### config.mk
export PLATFORM = sky130hd
export DESIGN_NAME = timer3_capture_top
export DESIGN_NICKNAME = d
export VERILOG_FILES = /design/src/design/t3cap_pkg.sv /design/src/design/timer3_capture_top.sv /design/src/design/t3cap_event.sv /design/src/design/t3cap_latch.sv
export SDC_FILE = /design/constraint.sdc
export NUM_CORES = 1
export LEC_CHECK = 0
export ABC_AREA = 0
export BUFFER_PORTS_ARGS = -buffer_cell sky130_fd_sc_hd__clkbuf_2
export CELL_PAD_IN_SITES_DETAIL_PLACEMENT = 0
export CELL_PAD_IN_SITES_GLOBAL_PLACEMENT = 2
export CORE_ASPECT_RATIO = 0.5
export CORE_UTILIZATION = 24
export CTS_CLUSTER_DIAMETER = 60
export CTS_CLUSTER_SIZE = 25
export DETAILED_ROUTE_END_ITERATION = 12
export PLACE_DENSITY_LB_ADDON = 0.1
export SKIP_CTS_REPAIR_TIMING = 1
export SLEW_MARGIN = 20
export SYNTH_ARGS = -nofsm -noshare
export SYNTH_HDL_FRONTEND = slang
export SYNTH_HIERARCHICAL = 1
export SYNTH_SLANG_ARGS = --single-unit
### constraint.sdc
create_clock -name I_CLK -period 1.6 [get_ports I_CLK]
set_input_delay 0.4 -clock I_CLK [delete_from_list [all_inputs] [get_ports I_CLK]]
set_output_delay 0.4 -clock I_CLK [all_outputs]
set_load 0.02 [all_outputs]
### src/design/t3cap_pkg.sv
// Constants and types shared by the timer 3 capture readout block
package t3cap_pkg;
  // ***************************************************
  // Address map
  // ***************************************************
  localparam int ADR_W = 12;
  localparam int DAT_W = 32;
  localparam logic [3:0] CAP_MAIN = 4'hb;
  localparam logic [3:0] CAP_SUB = 4'h4;
  localparam logic [7:0] CAP_INDEX = {CAP_MAIN, CAP_SUB};
  localparam logic [ADR_W-1:0] CAP_ADDR = {2'h0, CAP_INDEX, 2'h0};
  localparam logic [ADR_W-1:0] CTRL_ADDR = 12'h300;
  localparam logic [ADR_W-1:0] STAT_ADDR = 12'h304;

  // ***************************************************
  // Control and status register fields and reset values
  // ***************************************************
  localparam int CTRL_MODE_LSB = 0;
  localparam int CTRL_EDGE_LSB = 4;
  localparam int CTRL_PIN_EN_BIT = 6;
  localparam int CTRL_TRIG_EN_BIT = 7;
  localparam logic [3:0] MODE_RESET = 4'h0;
  localparam logic [1:0] EDGE_RESET = 2'h0;
  localparam int STAT_PHASE_BIT = 0;
  localparam int STAT_VALID_BIT = 1;
  localparam logic [7:0] CAP_RESET = 8'h00;

  // ***************************************************
  // Timer modes and capture edge choice
  // ***************************************************
  localparam logic [3:0] MODE_DIRECT_A = 4'h1;
  localparam logic [3:0] MODE_DIRECT_B = 4'h4;
  localparam logic [3:0] MODE_CAP_A = 4'h2;
  localparam logic [3:0] MODE_CAP_B = 4'h3;
  localparam logic [3:0] MODE_CAP_C = 4'h5;
  localparam logic [3:0] MODE_CAP_D = 4'hc;

  typedef enum logic [1:0] {
    EDGE_RISE,
    EDGE_FALL,
    EDGE_BOTH,
    EDGE_NONE
  } edge_sel_t;

  function automatic logic is_direct(input logic [3:0] mode);
    return (mode == MODE_DIRECT_A) || (mode == MODE_DIRECT_B);
  endfunction : is_direct

  function automatic logic is_capture(input logic [3:0] mode);
    return (mode == MODE_CAP_A) || (mode == MODE_CAP_B) || (mode == MODE_CAP_C) || (mode == MODE_CAP_D);
  endfunction : is_capture

  function automatic logic adr_hit(input logic [ADR_W-1:0] adr, input logic [ADR_W-1:0] target);
    return adr[ADR_W-1:2] == target[ADR_W-1:2];
  endfunction : adr_hit
endpackage : t3cap_pkg

### src/design/timer3_capture_top.sv
// Timer 3 capture readout with Wishbone register access
// What this block does
// - Modes 1 and 4 read live counter
// - Capture modes store counter on event
// - Events: input pin edge or timer 2
// - Two reads: high nibble, then low
// - Capture register read-only at B/4
//
// Added by the designer: the address map and register access over Wishbone.
`timescale 1ns/10ps
module timer3_capture_top
  import t3cap_pkg::*;
(
  input wire logic I_CLK,
  input wire logic I_NRST,
  input wire logic I_WB_CYC,
  input wire logic I_WB_STB,
  input wire logic I_WB_WE,
  input wire logic [ADR_W-1:0] I_WB_ADR,
  input wire logic [3:0] I_WB_SEL,
  input wire logic [DAT_W-1:0] I_WB_DAT,
  input wire logic [7:0] I_COUNT,
  input wire logic I_T3_PIN,
  input wire logic I_T2_TRIG,
  output logic [DAT_W-1:0] O_WB_DAT,
  output logic O_WB_ACK
);
  // ***************************************************
  // Declarations
  // ***************************************************
  logic take;
  logic hit_cap;
  logic hit_ctrl;
  logic hit_stat;
  logic [3:0] mode_reg;
  logic [1:0] edge_reg;
  logic pin_en_reg;
  logic trig_en_reg;
  logic phase_reg;
  logic [7:0] snap_reg;
  logic [7:0] snap_next;
  logic [7:0] src_byte;
  logic [7:0] cap_value;
  logic cap_valid;
  logic raw_event;
  logic cap_event;
  logic [DAT_W-1:0] rd_next;

  // ***************************************************
  // Bus decode
  // ***************************************************
  // Ack is registered: one request per two cycles at most, by design
  assign take = I_WB_CYC & I_WB_STB & ~O_WB_ACK;
  assign hit_cap = adr_hit(I_WB_ADR, CAP_ADDR);
  assign hit_ctrl = adr_hit(I_WB_ADR, CTRL_ADDR);
  assign hit_stat = adr_hit(I_WB_ADR, STAT_ADDR);

  // ***************************************************
  // Capture path
  // ***************************************************
  t3cap_event u_event (
    .i_clk(I_CLK),
    .i_nrst(I_NRST),
    .i_pin(I_T3_PIN),
    .i_edge_sel(edge_reg),
    .i_pin_en(pin_en_reg),
    .i_trig(I_T2_TRIG),
    .i_trig_en(trig_en_reg),
    .o_event(raw_event)
  );

  // Events outside the capture modes are dropped
  assign cap_event = raw_event & is_capture(mode_reg);

  t3cap_latch u_latch (
    .i_clk(I_CLK),
    .i_nrst(I_NRST),
    .i_event(cap_event),
    .i_count(I_COUNT),
    .o_value(cap_value),
    .o_valid(cap_valid)
  );

  assign src_byte = is_direct(mode_reg) ? I_COUNT : cap_value;

  // ***************************************************
  // Control register
  // ***************************************************
  always_ff @(posedge I_CLK or negedge I_NRST) begin
    if (!I_NRST) begin
      mode_reg <= MODE_RESET;
      edge_reg <= EDGE_RESET;
      pin_en_reg <= 1'b0;
      trig_en_reg <= 1'b0;
    end else if (take && I_WB_WE && hit_ctrl && I_WB_SEL[0]) begin
      mode_reg <= I_WB_DAT[CTRL_MODE_LSB +: 4];
      edge_reg <= I_WB_DAT[CTRL_EDGE_LSB +: 2];
      pin_en_reg <= I_WB_DAT[CTRL_PIN_EN_BIT];
      trig_en_reg <= I_WB_DAT[CTRL_TRIG_EN_BIT];
    end
  end

  // ***************************************************
  // Nibble read sequencing
  // ***************************************************
  // Whole byte is frozen on the first read; live counter may move between reads
  always_comb begin
    snap_next = snap_reg;
    if (take && !I_WB_WE && hit_cap && !phase_reg) begin
      snap_next = src_byte;
    end
  end

  always_ff @(posedge I_CLK or negedge I_NRST) begin
    if (!I_NRST) begin
      snap_reg <= CAP_RESET;
    end else begin
      snap_reg <= snap_next;
    end
  end

  // Writing 1 to the phase bit of status restarts the pair
  always_ff @(posedge I_CLK or negedge I_NRST) begin
    if (!I_NRST) begin
      phase_reg <= 1'b0;
    end else if (take && !I_WB_WE && hit_cap) begin
      phase_reg <= ~phase_reg;
    end else if (take && I_WB_WE && hit_stat && I_WB_SEL[0] && I_WB_DAT[STAT_PHASE_BIT]) begin
      phase_reg <= 1'b0;
    end
  end

  // ***************************************************
  // Read data and acknowledge
  // ***************************************************
  always_comb begin
    rd_next = '0;
    if (hit_cap) begin
      rd_next[3:0] = phase_reg ? snap_reg[3:0] : src_byte[7:4];
    end else if (hit_ctrl) begin
      rd_next[CTRL_MODE_LSB +: 4] = mode_reg;
      rd_next[CTRL_EDGE_LSB +: 2] = edge_reg;
      rd_next[CTRL_PIN_EN_BIT] = pin_en_reg;
      rd_next[CTRL_TRIG_EN_BIT] = trig_en_reg;
    end else if (hit_stat) begin
      rd_next[STAT_PHASE_BIT] = phase_reg;
      rd_next[STAT_VALID_BIT] = cap_valid;
    end
  end

  always_ff @(posedge I_CLK or negedge I_NRST) begin
    if (!I_NRST) begin
      O_WB_DAT <= '0;
    end else if (take && !I_WB_WE) begin
      O_WB_DAT <= rd_next;
    end
  end

  // Unmapped addresses are acked too so a stray access never hangs
  always_ff @(posedge I_CLK or negedge I_NRST) begin
    if (!I_NRST) begin
      O_WB_ACK <= 1'b0;
    end else begin
      O_WB_ACK <= take;
    end
  end

  // ***************************************************
  // Checks
  // ***************************************************
  a_ack_next_cycle: assert property (@(posedge I_CLK) disable iff (!I_NRST)
    (I_WB_CYC && I_WB_STB && !O_WB_ACK) |=> O_WB_ACK ##1 !O_WB_ACK)
    else $error("bus ack not given exactly one cycle after request");

  a_first_nibble: assert property (@(posedge I_CLK) disable iff (!I_NRST)
    (take && !I_WB_WE && hit_cap && !phase_reg) |=>
      (O_WB_DAT == {28'h0, $past(src_byte[7:4])}) && phase_reg)
    else $error("first capture read did not return the high nibble");

  a_second_nibble: assert property (@(posedge I_CLK) disable iff (!I_NRST)
    (take && !I_WB_WE && hit_cap && phase_reg) |=>
      (O_WB_DAT == {28'h0, $past(snap_reg[3:0])}) && !phase_reg)
    else $error("second capture read did not return the low nibble");

  a_direct_live: assert property (@(posedge I_CLK) disable iff (!I_NRST)
    (take && !I_WB_WE && hit_cap && !phase_reg && is_direct(mode_reg)) |=>
      (snap_reg == $past(I_COUNT)))
    else $error("direct mode read did not take the live counter");

  a_capture_mode_read: assert property (@(posedge I_CLK) disable iff (!I_NRST)
    (take && !I_WB_WE && hit_cap && !phase_reg && is_capture(mode_reg)) |=>
      (snap_reg == $past(cap_value)))
    else $error("capture mode read did not return the stored value");

  a_snap_stable: assert property (@(posedge I_CLK) disable iff (!I_NRST)
    (phase_reg && !(take && hit_cap)) |=> $stable(snap_reg))
    else $error("snapshot changed between the two nibble reads");

  a_read_only: assert property (@(posedge I_CLK) disable iff (!I_NRST)
    (take && I_WB_WE && hit_cap) |=> $stable(phase_reg) && $stable(mode_reg))
    else $error("write to the capture register had an effect");

  a_event_gated: assert property (@(posedge I_CLK) disable iff (!I_NRST)
    (raw_event && !is_capture(mode_reg)) |=> $stable(cap_value))
    else $error("capture value changed outside capture modes");

  // ***************************************************
  // Checks on the bus handshake
  // ***************************************************
  a_ack_needs_req: assert property (@(posedge I_CLK) disable iff (!I_NRST)
    O_WB_ACK |-> $past(take))
    else $error("bus ack without a taken request");

  a_ack_single: assert property (@(posedge I_CLK) disable iff (!I_NRST)
    O_WB_ACK |=> !O_WB_ACK)
    else $error("bus ack held longer than one cycle");

  a_ack_idle_low: assert property (@(posedge I_CLK) disable iff (!I_NRST)
    !(I_WB_CYC && I_WB_STB) |=> !O_WB_ACK)
    else $error("bus ack with no request pending");

  a_rdat_hold: assert property (@(posedge I_CLK) disable iff (!I_NRST)
    !(take && !I_WB_WE) |=> $stable(O_WB_DAT))
    else $error("read data changed without a read");

  a_unmapped_zero: assert property (@(posedge I_CLK) disable iff (!I_NRST)
    (take && !I_WB_WE && !hit_cap && !hit_ctrl && !hit_stat) |=>
      (O_WB_DAT == '0))
    else $error("unmapped read returned nonzero data");

  // ***************************************************
  // Checks on the control and status registers
  // ***************************************************
  a_ctrl_write: assert property (@(posedge I_CLK) disable iff (!I_NRST)
    (take && I_WB_WE && hit_ctrl && I_WB_SEL[0]) |=>
      (mode_reg == 4'($past(I_WB_DAT) >> CTRL_MODE_LSB)) &&
      (edge_reg == 2'($past(I_WB_DAT) >> CTRL_EDGE_LSB)) &&
      (pin_en_reg == 1'($past(I_WB_DAT) >> CTRL_PIN_EN_BIT)) &&
      (trig_en_reg == 1'($past(I_WB_DAT) >> CTRL_TRIG_EN_BIT)))
    else $error("control write did not land");

  a_ctrl_sel_gate: assert property (@(posedge I_CLK) disable iff (!I_NRST)
    (take && I_WB_WE && hit_ctrl && !I_WB_SEL[0]) |=>
      $stable(mode_reg) && $stable(edge_reg) && $stable(pin_en_reg) && $stable(trig_en_reg))
    else $error("control changed by a write without byte select");

  a_ctrl_hold: assert property (@(posedge I_CLK) disable iff (!I_NRST)
    !(take && I_WB_WE && hit_ctrl) |=>
      $stable(mode_reg) && $stable(edge_reg) && $stable(pin_en_reg) && $stable(trig_en_reg))
    else $error("control changed without a control write");

  a_ctrl_readback: assert property (@(posedge I_CLK) disable iff (!I_NRST)
    (take && !I_WB_WE && hit_ctrl) |=>
      (O_WB_DAT == {24'h0, $past(trig_en_reg), $past(pin_en_reg), $past(edge_reg), $past(mode_reg)}))
    else $error("control read returned wrong fields");

  a_stat_readback: assert property (@(posedge I_CLK) disable iff (!I_NRST)
    (take && !I_WB_WE && hit_stat) |=>
      (O_WB_DAT[STAT_PHASE_BIT] == $past(phase_reg)) && (O_WB_DAT[STAT_VALID_BIT] == $past(cap_valid)))
    else $error("status read returned wrong flags");

  a_phase_restart: assert property (@(posedge I_CLK) disable iff (!I_NRST)
    (take && I_WB_WE && hit_stat && I_WB_SEL[0] && I_WB_DAT[STAT_PHASE_BIT]) |=> !phase_reg)
    else $error("status write did not restart the nibble pair");

  a_phase_hold: assert property (@(posedge I_CLK) disable iff (!I_NRST)
    !(take && (hit_cap || hit_stat)) |=> $stable(phase_reg))
    else $error("nibble phase moved without a capture or status access");

  // ***************************************************
  // Checks on the capture readout
  // ***************************************************
  a_capture_store: assert property (@(posedge I_CLK) disable iff (!I_NRST)
    (raw_event && is_capture(mode_reg)) |=> (cap_value == $past(I_COUNT)))
    else $error("capture event in a capture mode stored no count");

  a_direct_no_store: assert property (@(posedge I_CLK) disable iff (!I_NRST)
    is_direct(mode_reg) |=> $stable(cap_value))
    else $error("capture value changed in a direct mode");

  a_trig_raises_event: assert property (@(posedge I_CLK) disable iff (!I_NRST)
    (trig_en_reg && I_T2_TRIG) |=> raw_event)
    else $error("enabled timer 2 trigger raised no event");

  a_event_needs_source: assert property (@(posedge I_CLK) disable iff (!I_NRST)
    raw_event |-> ($past(pin_en_reg) || $past(trig_en_reg)))
    else $error("capture event with no source enabled");

  a_valid_on_event: assert property (@(posedge I_CLK) disable iff (!I_NRST)
    cap_event |=> cap_valid)
    else $error("capture event did not set the valid flag");

  a_valid_sticky: assert property (@(posedge I_CLK) disable iff (!I_NRST)
    cap_valid |=> cap_valid)
    else $error("capture valid flag dropped");

  a_snap_first_only: assert property (@(posedge I_CLK) disable iff (!I_NRST)
    !(take && !I_WB_WE && hit_cap && !phase_reg) |=> $stable(snap_reg))
    else $error("snapshot moved without a first nibble read");

  a_cap_upper_zero: assert property (@(posedge I_CLK) disable iff (!I_NRST)
    (take && !I_WB_WE && hit_cap) |=> (O_WB_DAT[DAT_W-1:4] == '0))
    else $error("capture read drove bits above the nibble");

  a_direct_high_nibble: assert property (@(posedge I_CLK) disable iff (!I_NRST)
    (take && !I_WB_WE && hit_cap && !phase_reg && is_direct(mode_reg)) |=>
      (O_WB_DAT[3:0] == 4'($past(I_COUNT) >> 4)))
    else $error("direct mode first read did not give the live high nibble");

  a_capture_high_nibble: assert property (@(posedge I_CLK) disable iff (!I_NRST)
    (take && !I_WB_WE && hit_cap && !phase_reg && is_capture(mode_reg)) |=>
      (O_WB_DAT[3:0] == 4'($past(cap_value) >> 4)))
    else $error("capture mode first read did not give the stored high nibble");

  a_cap_write_ignored: assert property (@(posedge I_CLK) disable iff (!I_NRST)
    (take && I_WB_WE && hit_cap) |=> $stable(snap_reg))
    else $error("write to the capture register moved the snapshot");
endmodule : timer3_capture_top

### src/design/t3cap_event.sv
// Capture event source: timer input pin edge or second timer trigger
`timescale 1ns/10ps
module t3cap_event
  import t3cap_pkg::*;
(
  input wire logic i_clk,
  input wire logic i_nrst,
  input wire logic i_pin,
  input wire logic [1:0] i_edge_sel,
  input wire logic i_pin_en,
  input wire logic i_trig,
  input wire logic i_trig_en,
  output logic o_event
);
  logic pin_prev_reg;
  logic rise;
  logic fall;
  logic pin_hit;

  assign rise = i_pin & ~pin_prev_reg;
  assign fall = ~i_pin & pin_prev_reg;

  always_comb begin
    case (edge_sel_t'(i_edge_sel))
      EDGE_RISE: pin_hit = rise;
      EDGE_FALL: pin_hit = fall;
      EDGE_BOTH: pin_hit = rise | fall;
      default: pin_hit = 1'b0;
    endcase
  end

  always_ff @(posedge i_clk or negedge i_nrst) begin
    if (!i_nrst) begin
      pin_prev_reg <= 1'b0;
    end else begin
      pin_prev_reg <= i_pin;
    end
  end

  always_ff @(posedge i_clk or negedge i_nrst) begin
    if (!i_nrst) begin
      o_event <= 1'b0;
    end else begin
      o_event <= (i_pin_en & pin_hit) | (i_trig_en & i_trig);
    end
  end

  a_pin_edge_event: assert property (@(posedge i_clk) disable iff (!i_nrst)
    (i_pin_en && i_edge_sel == 2'h0 && i_pin && !pin_prev_reg) |=> o_event)
    else $error("pin rising edge gave no capture event");

  a_trig_event: assert property (@(posedge i_clk) disable iff (!i_nrst)
    (i_trig_en && i_trig) |=> o_event)
    else $error("second timer trigger gave no capture event");

  a_no_spurious_event: assert property (@(posedge i_clk) disable iff (!i_nrst)
    (!i_pin_en && !i_trig_en) |=> !o_event)
    else $error("capture event with both sources off");
endmodule : t3cap_event

### src/design/t3cap_latch.sv
// Capture register: holds the counter value caught at a capture event
`timescale 1ns/10ps
module t3cap_latch
  import t3cap_pkg::*;
(
  input wire logic i_clk,
  input wire logic i_nrst,
  input wire logic i_event,
  input wire logic [7:0] i_count,
  output logic [7:0] o_value,
  output logic o_valid
);
  // Value is held between events so a split nibble read stays coherent
  always_ff @(posedge i_clk or negedge i_nrst) begin
    if (!i_nrst) begin
      o_value <= CAP_RESET;
    end else if (i_event) begin
      o_value <= i_count;
    end
  end

  always_ff @(posedge i_clk or negedge i_nrst) begin
    if (!i_nrst) begin
      o_valid <= 1'b0;
    end else if (i_event) begin
      o_valid <= 1'b1;
    end
  end

  a_capture_load: assert property (@(posedge i_clk) disable iff (!i_nrst)
    i_event |=> (o_value == $past(i_count)) && o_valid)
    else $error("capture event did not store the counter value");

  a_capture_hold: assert property (@(posedge i_clk) disable iff (!i_nrst)
    !i_event |=> $stable(o_value))
    else $error("captured value changed without an event");
endmodule : t3cap_latch

==> key figures, run 1 <==
Drt
  • WL/cell: 13.15 um
  • Via Count: 1315
  • Vias per inst: 4.148
  • DR DRC count: 0
  • Final ANT Viol Nets: 0
  • Iteration-0 DRC Markers: 58
  • Final WL: between 4000 and 5000 um
  • Initial DRT Pass Iterations: 4

Timing
  • FMAX: 0.5428 GHz
  • Final period utilization: 115.1%
  • Final hold vios: 0
  • RSZ-0062 raised after global routing: true
  • Setup Skew: 0.005587 ns
  • Hold_ws: approximately 0.16 ns
  • Final setup viols: 17
  • Fin. max-slew vios: 0
  • Period minus WS final: approximately 1.8 ns
  • PnR worst setup slack: -0.2421 ns

Synth
  • Register area share after synthesis: between 40% and 50%
  • Main synth FF type: dfrtp_1
  • Synth area leaders: dfrtp_1 (45%), mux2_4 (14%), buf_4 (9.8%)
  • Mapped Cells: between 150 and 200
  • Cell taking the most area after synthesis: dfrtp_1
  • Most common cell in the netlist: dfrtp_1
  • Mapped cell area: ~1800 um^2
  • FF+latch count, synth: 33
  • Synth cell count leaders: dfrtp_1 (33), buf_4 (24), mux2_4 (17)
  • Syn avg cell area: 11.68 um^2
  • Post-synth ARST share: 100.0%
  • YS warnings: 6
  • Post-synth top area share: 44.75%
  • Synth cell types: 41
  • Number of synthesized flops with an enable pin: 0

Pwr
  • Max IR drop VDD: between 0.5 and 0.6 mV
  • Static leakage: between 0.001 and 0.0015 uW
  • Power Dens Cells: 775.0 nW/um^2

CTS
  • Num CTS Buffers: 5
  • Reg clk slew, reported paths: about 0.05 ns
  • CTS tree: done
  • CTS max path bufs: 2
  • CTS sink cnt: 33
  • Clock Latency Late Sink: 0.27 ns
  • H-tree depth: 2
  • Root Buffer: clkbuf_16

Floorplan
  • CORE AREA: 7377 um^2
  • Die Y: approximately 64 um
  • Starting Density: about a quarter
  • I/O Pins: 96
  • FP Rows: 22
  • Die X: 126.0 um
  • Die area: 8066 um^2

Status
  • Status: finished with violations
  • Failing checks: negative setup slack

Setup path
  • Required time worst endpoint: 1.75 ns
  • Setup Crit Path Kind: input pin to flip-flop
  • Crit Path Max Fanout: 8
  • Reg-to-Reg Start: O_WB_ACK$_DFF_PN0_
  • CP endpoint kind: flip-flop
  • CP Data Arrival Time: about 2.0 ns
  • Worst setup startpoint: I_WB_ADR[6]
  • Startpoint types: input pin

Global route
  • Global-route wire length before repair: between 6000 and 7000 um
  • Largest net degree at the start of global routing: 34
  • GRT Overall Usage: 10.76%
  • Initial antenna violation count: 0
  • Number of global-route vias before repair: roughly 1300
  • Global route overflow: 0

Run
  • Max Cap Viol: 0

Place
  • Gpl congestion: 0.6765
  • I/O Buffers: 42
  • Placed wire-length estimate: 2894 um
  • Placed inst area: 2186 um^2

Cells and area
  • Share of post-route cells with drive strength above 1: a little under half
  • Antenna fix cells: 0
  • Fill count: 767
  • Final nets: 285
  • Synth-to-layout area growth: 33.97%
  • Biggest regs: O_WB_DAT x8, u_latch/o_value x8
  • Cell area after layout: approximately 2500 um^2

Min path
  • Hold/Removal Path Class: input pin to asynchronous set/reset pin
[layout make-up]
class                   instances  area [um^2]  share of cell area, %
multi-input cells             115        957.2                  38.71
flip-flops and latches         33        827.0                  33.45
clock buffers                   8        136.4                  5.516
well taps                      96        120.1                  4.858
repair buffers                 62        420.4                  17.00
inverters                       3        11.26                 0.4555
[where the power goes]
part           switching [uW]  total (uW)  internal, uW
registers                2.50         842           840
logic                     112         180          68.2
clock network             316         894           578
[worst max-delay path, cell delays in order]
cell	delay, ns
buf_6	0.09
or4b_4	0.52
or4_4	0.64
mux2_4	0.33
[layout by cell type, fill, tap and decap left out, drive strengths merged]
master,instances
a21oi,5
a221o,1
a22o,4
a22oi,2
a31oi,4
and3b,1
and4bb,1
buf,22
clkbuf,48
conb,24
dfrtp,33
ha,2
inv,3
mux2,21
mux2i,6
nand2,5
nand2b,2
nand3,1
nand3b,1
nand4b,1
nand4bb,1
nor2,8
nor2b,1
nor3,2
nor4,2
o21a,1
o21ai,8
o21bai,1
o31a,1
o31ai,2
or2,1
or3,2
or4,2
or4b,1
xnor2,1
[layer usage]
layer,GRT usage [%],up-vias,part of all wire [%]
li1,-,639,-
met3,3.350,2,5.1
met2,16.99,45,46
met4,2.711,0,0.62
met1,14.28,629,48
met5,0,-,0
[stage by stage]
| step | TNS, ns | total power, uW | std cells | worst slack, ns | utilization [%] |
|---|---|---|---|---|---|
| CTS | -3.296 | 1933 | 311 | -0.2529 | 31.48 |
| floorplan | -5.520 | 978.7 | 181 | -0.4153 | - |
| global placement | -8.833 | 1020 | 303 | -0.5268 | 29.63 |
| global route | -3.929 | 2006 | 317 | -0.2944 | 33.51 |
| detailed placement | -8.677 | 1021 | 303 | -0.5342 | 29.63 |
| finish | -2.926 | 1916 | 317 | -0.2421 | 33.51 |
[worst paths after layout]
check / to / slack (ns) / cells past startpoint
hold / removal: u_latch/o_value[0]$_DFFE_PN0P_ / 0.16 / 2
setup / recovery: mode_reg[1]$_DFFE_PN0P_ / -0.24 / 4
max in group asynchronous: mode_reg[2]$_DFFE_PN0P_ / 1.09 / 2
hold reg to reg: u_latch/o_valid$_DFFE_PN0P_ / 0.47 / 1
min in group I_CLK: u_event/pin_prev_reg$_DFF_PN0_ / 0.27 / 1
setup reg to reg: mode_reg[1]$_DFFE_PN0P_ / -0.12 / 4
[kinds of logic (layout without fill, tap and decap cells)]
logic type,after synthesis,after routing,share of synthesized area [%]
compound gates,29,29,10.24
buf+inv,33,73,12.47
mux,27,27,19.53
fa+ha+maj,2,2,1.356
xor+xnor,1,1,0.4747
other cells,1,24,0.2032
simple gates,32,32,10.98
flops,33,33,44.75
No activity file was read; power rests on OpenSTA's default activity.
==> run 2, diff against run 1 <==
Settings changed: CORE_UTILIZATION 24 to 26.
Clock period 1.6 ns to 1.9 ns, I/O delays scaled along.
==> run 2 against run 1 <==
Compared with the run above: the flow still finishes with violations (negative setup slack); design area down 5.7%; worst hold slack better by 0.074 ns; combinational power down 24%; critical path depth unchanged; critical endpoint is now mode_reg[3]$_DFFE_PN0P_; largest cell class unchanged; first-iteration DRC count up 40%.
==> key figures, run 2 (synthesized netlist as in run 1, its figures left out) <==
Drt
  • DR DRC count: 0 (unchanged)
  • WL/cell: 13.21 um (was 13.15 um)
  • Iteration-0 DRC Markers: 81 (was 58)
  • Via Count: 1284 (was 1315)
  • Final ANT Viol Nets: 0 (unchanged)
  • Final WL: 4054 um (was 4168 um)
  • Vias per inst: 4.182 (was 4.148)
  • Initial DRT Pass Iterations: 4 (unchanged)

Cells and area
  • Antenna fix cells: 0 (unchanged)
  • Biggest regs: O_WB_DAT x8, u_latch/o_value x8 (unchanged)
  • Non-Filler Instances: 307 (was 317)
  • Most common cell after layout, fill and taps aside: clkbuf_2 (unchanged)
  • Share of post-route cells with drive strength above 1: 43.26% (was 47.51%)
  • Final nets: 279 (was 285)
  • Synth-to-layout area growth: 26.31% (was 33.97%)
  • Commonest cells after routing, fill and taps aside: clkbuf_2 (41), dfrtp_1 (33), conb_1 (24) (was clkbuf_2 (40), dfrtp_1 (32), conb_1 (24))

Global route
  • Largest net degree at the start of global routing: 34 (unchanged)
  • GRT Overall Usage: 11.88% (was 10.76%)
  • Global-route wire length before repair: 6375 um (was 6582 um)
  • Number of global-route vias before repair: 1201 (was 1289)
  • Global route overflow: 0 (unchanged)
  • Initial antenna violation count: 0 (unchanged)

Timing
  • Fin. max-slew vios: 0 (unchanged)
  • FMAX: 0.5161 GHz
  • Setup Skew: 0.002960 ns (was 0.005587 ns)
  • Period minus WS final: 1.937 ns
  • Hold_ws: 0.2352 ns (was 0.1613 ns)
  • Sum Neg Setup Slack: -0.2652 ns (was -2.926 ns)
  • Final period utilization: 102.0%
  • PnR worst setup slack: -0.03746 ns (was -0.2421 ns)
  • Final hold vios: 0 (unchanged)
  • Final setup viols: 8 (was 17)
  • RSZ-0062 raised after global routing: true (unchanged)

Setup path
  • Startpoint types: input pin (unchanged)
  • Crit Path Max Fanout: 8 (unchanged)
  • CP endpoint kind: flip-flop (unchanged)
  • Reg-to-Reg Start: O_WB_ACK$_DFF_PN0_ (unchanged)
  • Worst setup startpoint: I_WB_ADR[6] (unchanged)
  • CP Data Arrival Time: 2.09 ns (was 1.99 ns)
  • Required time worst endpoint: 2.06 ns (was 1.75 ns)
  • Setup Crit Path Kind: input pin to flip-flop (unchanged)

Run
  • Max Cap Viol: 0 (unchanged)

Min path
  • Hold/Removal Path Class: input pin to asynchronous set/reset pin (unchanged)

Floorplan
  • Die area: 7460 um^2 (was 8066 um^2)
  • Die X: 121.2 um (was 126.0 um)
  • FP Rows: 21 (was 22)
  • Die Y: 61.58 um (was 64.01 um)
  • Starting Density: 27.22% (was 25.02%)
  • CORE AREA: 6779 um^2 (was 7377 um^2)
  • I/O Pins: 96 (unchanged)

CTS
  • H-tree depth: 2 (unchanged)
  • CTS sink cnt: 33 (unchanged)
  • CTS max path bufs: 2 (unchanged)
  • Clock Latency Late Sink: 0.27 ns (about the same)
  • CTS tree: done (unchanged)
  • Root Buffer: clkbuf_16 (unchanged)
  • Num CTS Buffers: 5 (unchanged)
  • Reg clk slew, reported paths: 0.05 ns (about the same)

Pwr
  • Int Power: 1309 uW (was 1485 uW)
  • Power Dens Cells: 719.9 nW/um^2 (was 775.0 nW/um^2)
  • Net Sw Frac: 22.02% (was 22.47%)
  • Switching power: 369.5 uW (was 430.6 uW)
  • Clock group share of total power: 49.6% (was 46.6%)
  • Comb pwr share: 8.2% (was 9.4%)
  • Reg power frac: 42.3% (was 44.0%)
  • Max IR drop VDD: 0.4047 mV (was 0.5308 mV)
  • Static leakage: 0.001166 uW (was 0.001204 uW)
  • Power Total: 1678 uW (was 1916 uW)

Place
  • Gpl congestion: 0.6451 (was 0.6765)
  • Placed cells: 297 (was 303)
  • Placed wire-length estimate: 2899 um (was 2894 um)
  • I/O Buffers: 42 (unchanged)

Status
  • Status: finished with violations (unchanged)
  • Failing checks: negative setup slack (unchanged)
run 2: cell count changes in the layout (fill, tap and decap cells not counted), moves of 2 or more:
cell	before	now
buf_6	6	1
o21ai_0	1	8
buf_12	2	0
a21oi_2	4	0
a21oi_1	1	5
clkbuf_1	3	0
o21ai_1	6	0
clkbuf_8	0	2
run 2: worst paths after layout:
kind / end / slack [ns] / cells past startpoint
max: mode_reg[3]$_DFFE_PN0P_ / -0.04 / 4
max in group asynchronous: u_latch/o_value[7]$_DFFE_PN0P_ / 1.35 / 2
min reg2reg: u_latch/o_valid$_DFFE_PN0P_ / 0.46 / 1
min in group I_CLK: u_event/pin_prev_reg$_DFF_PN0_ / 0.34 / 1
min: u_event/pin_prev_reg$_DFF_PN0_ / 0.24 / 2
max reg2reg: mode_reg[3]$_DFFE_PN0P_ / 0.12 / 4
run 2: power groups by stage:
stage / Sequential, uW / Combinational (uW) / Clock [uW]
after floorplan: 722 / 101 / 0
after global placement: 721 / 133 / 0
after detailed placement: 722 / 134 / 0
after CTS: 709 / 134 / 860
after global routing: 710 / 151 / 900
final: 710 / 137 / 831
run 2: stage by stage:
step	setup slack, ns	util (%)	instance area [um^2]
2_1_floorplan	-0.1903	-	1936
3_3_place_gp	-0.3066	31.45	2132
3_5_place_dp	-0.3095	31.45	2132
4_1_cts	-0.02724	33.78	2290
5_1_grt	-0.05476	34.39	2331
6_report	-0.03746	34.39	2331
run 2: cell type report:
type	instances	area (um^2)
sequential	33	825.8
clock buffer	7	152.6
fill	718	4448
inverter	3	11.26
timing repair buffer	56	319.1
clock inverter	1	5.005
multi-input combinational	115	902.1
tap	92	115.1
run 2: per-layer routing:
| layer | part of all wire [%] | vias to the layer above | global-route usage (%) |
|---|---|---|---|
| met4 | 0.67 | 0 | 3.704 |
| met2 | 43 | 42 | 17.14 |
| li1 | - | 626 | - |
| met1 | 52 | 614 | 17.02 |
| met3 | 4.8 | 2 | 3.519 |
| met5 | 0 | - | 0 |
run 2: worst max-delay path, stage by stage:
cell	delay [ns]
buf_6	0.09
or4b_4	0.53
or4_4	0.65
mux2_4	0.34
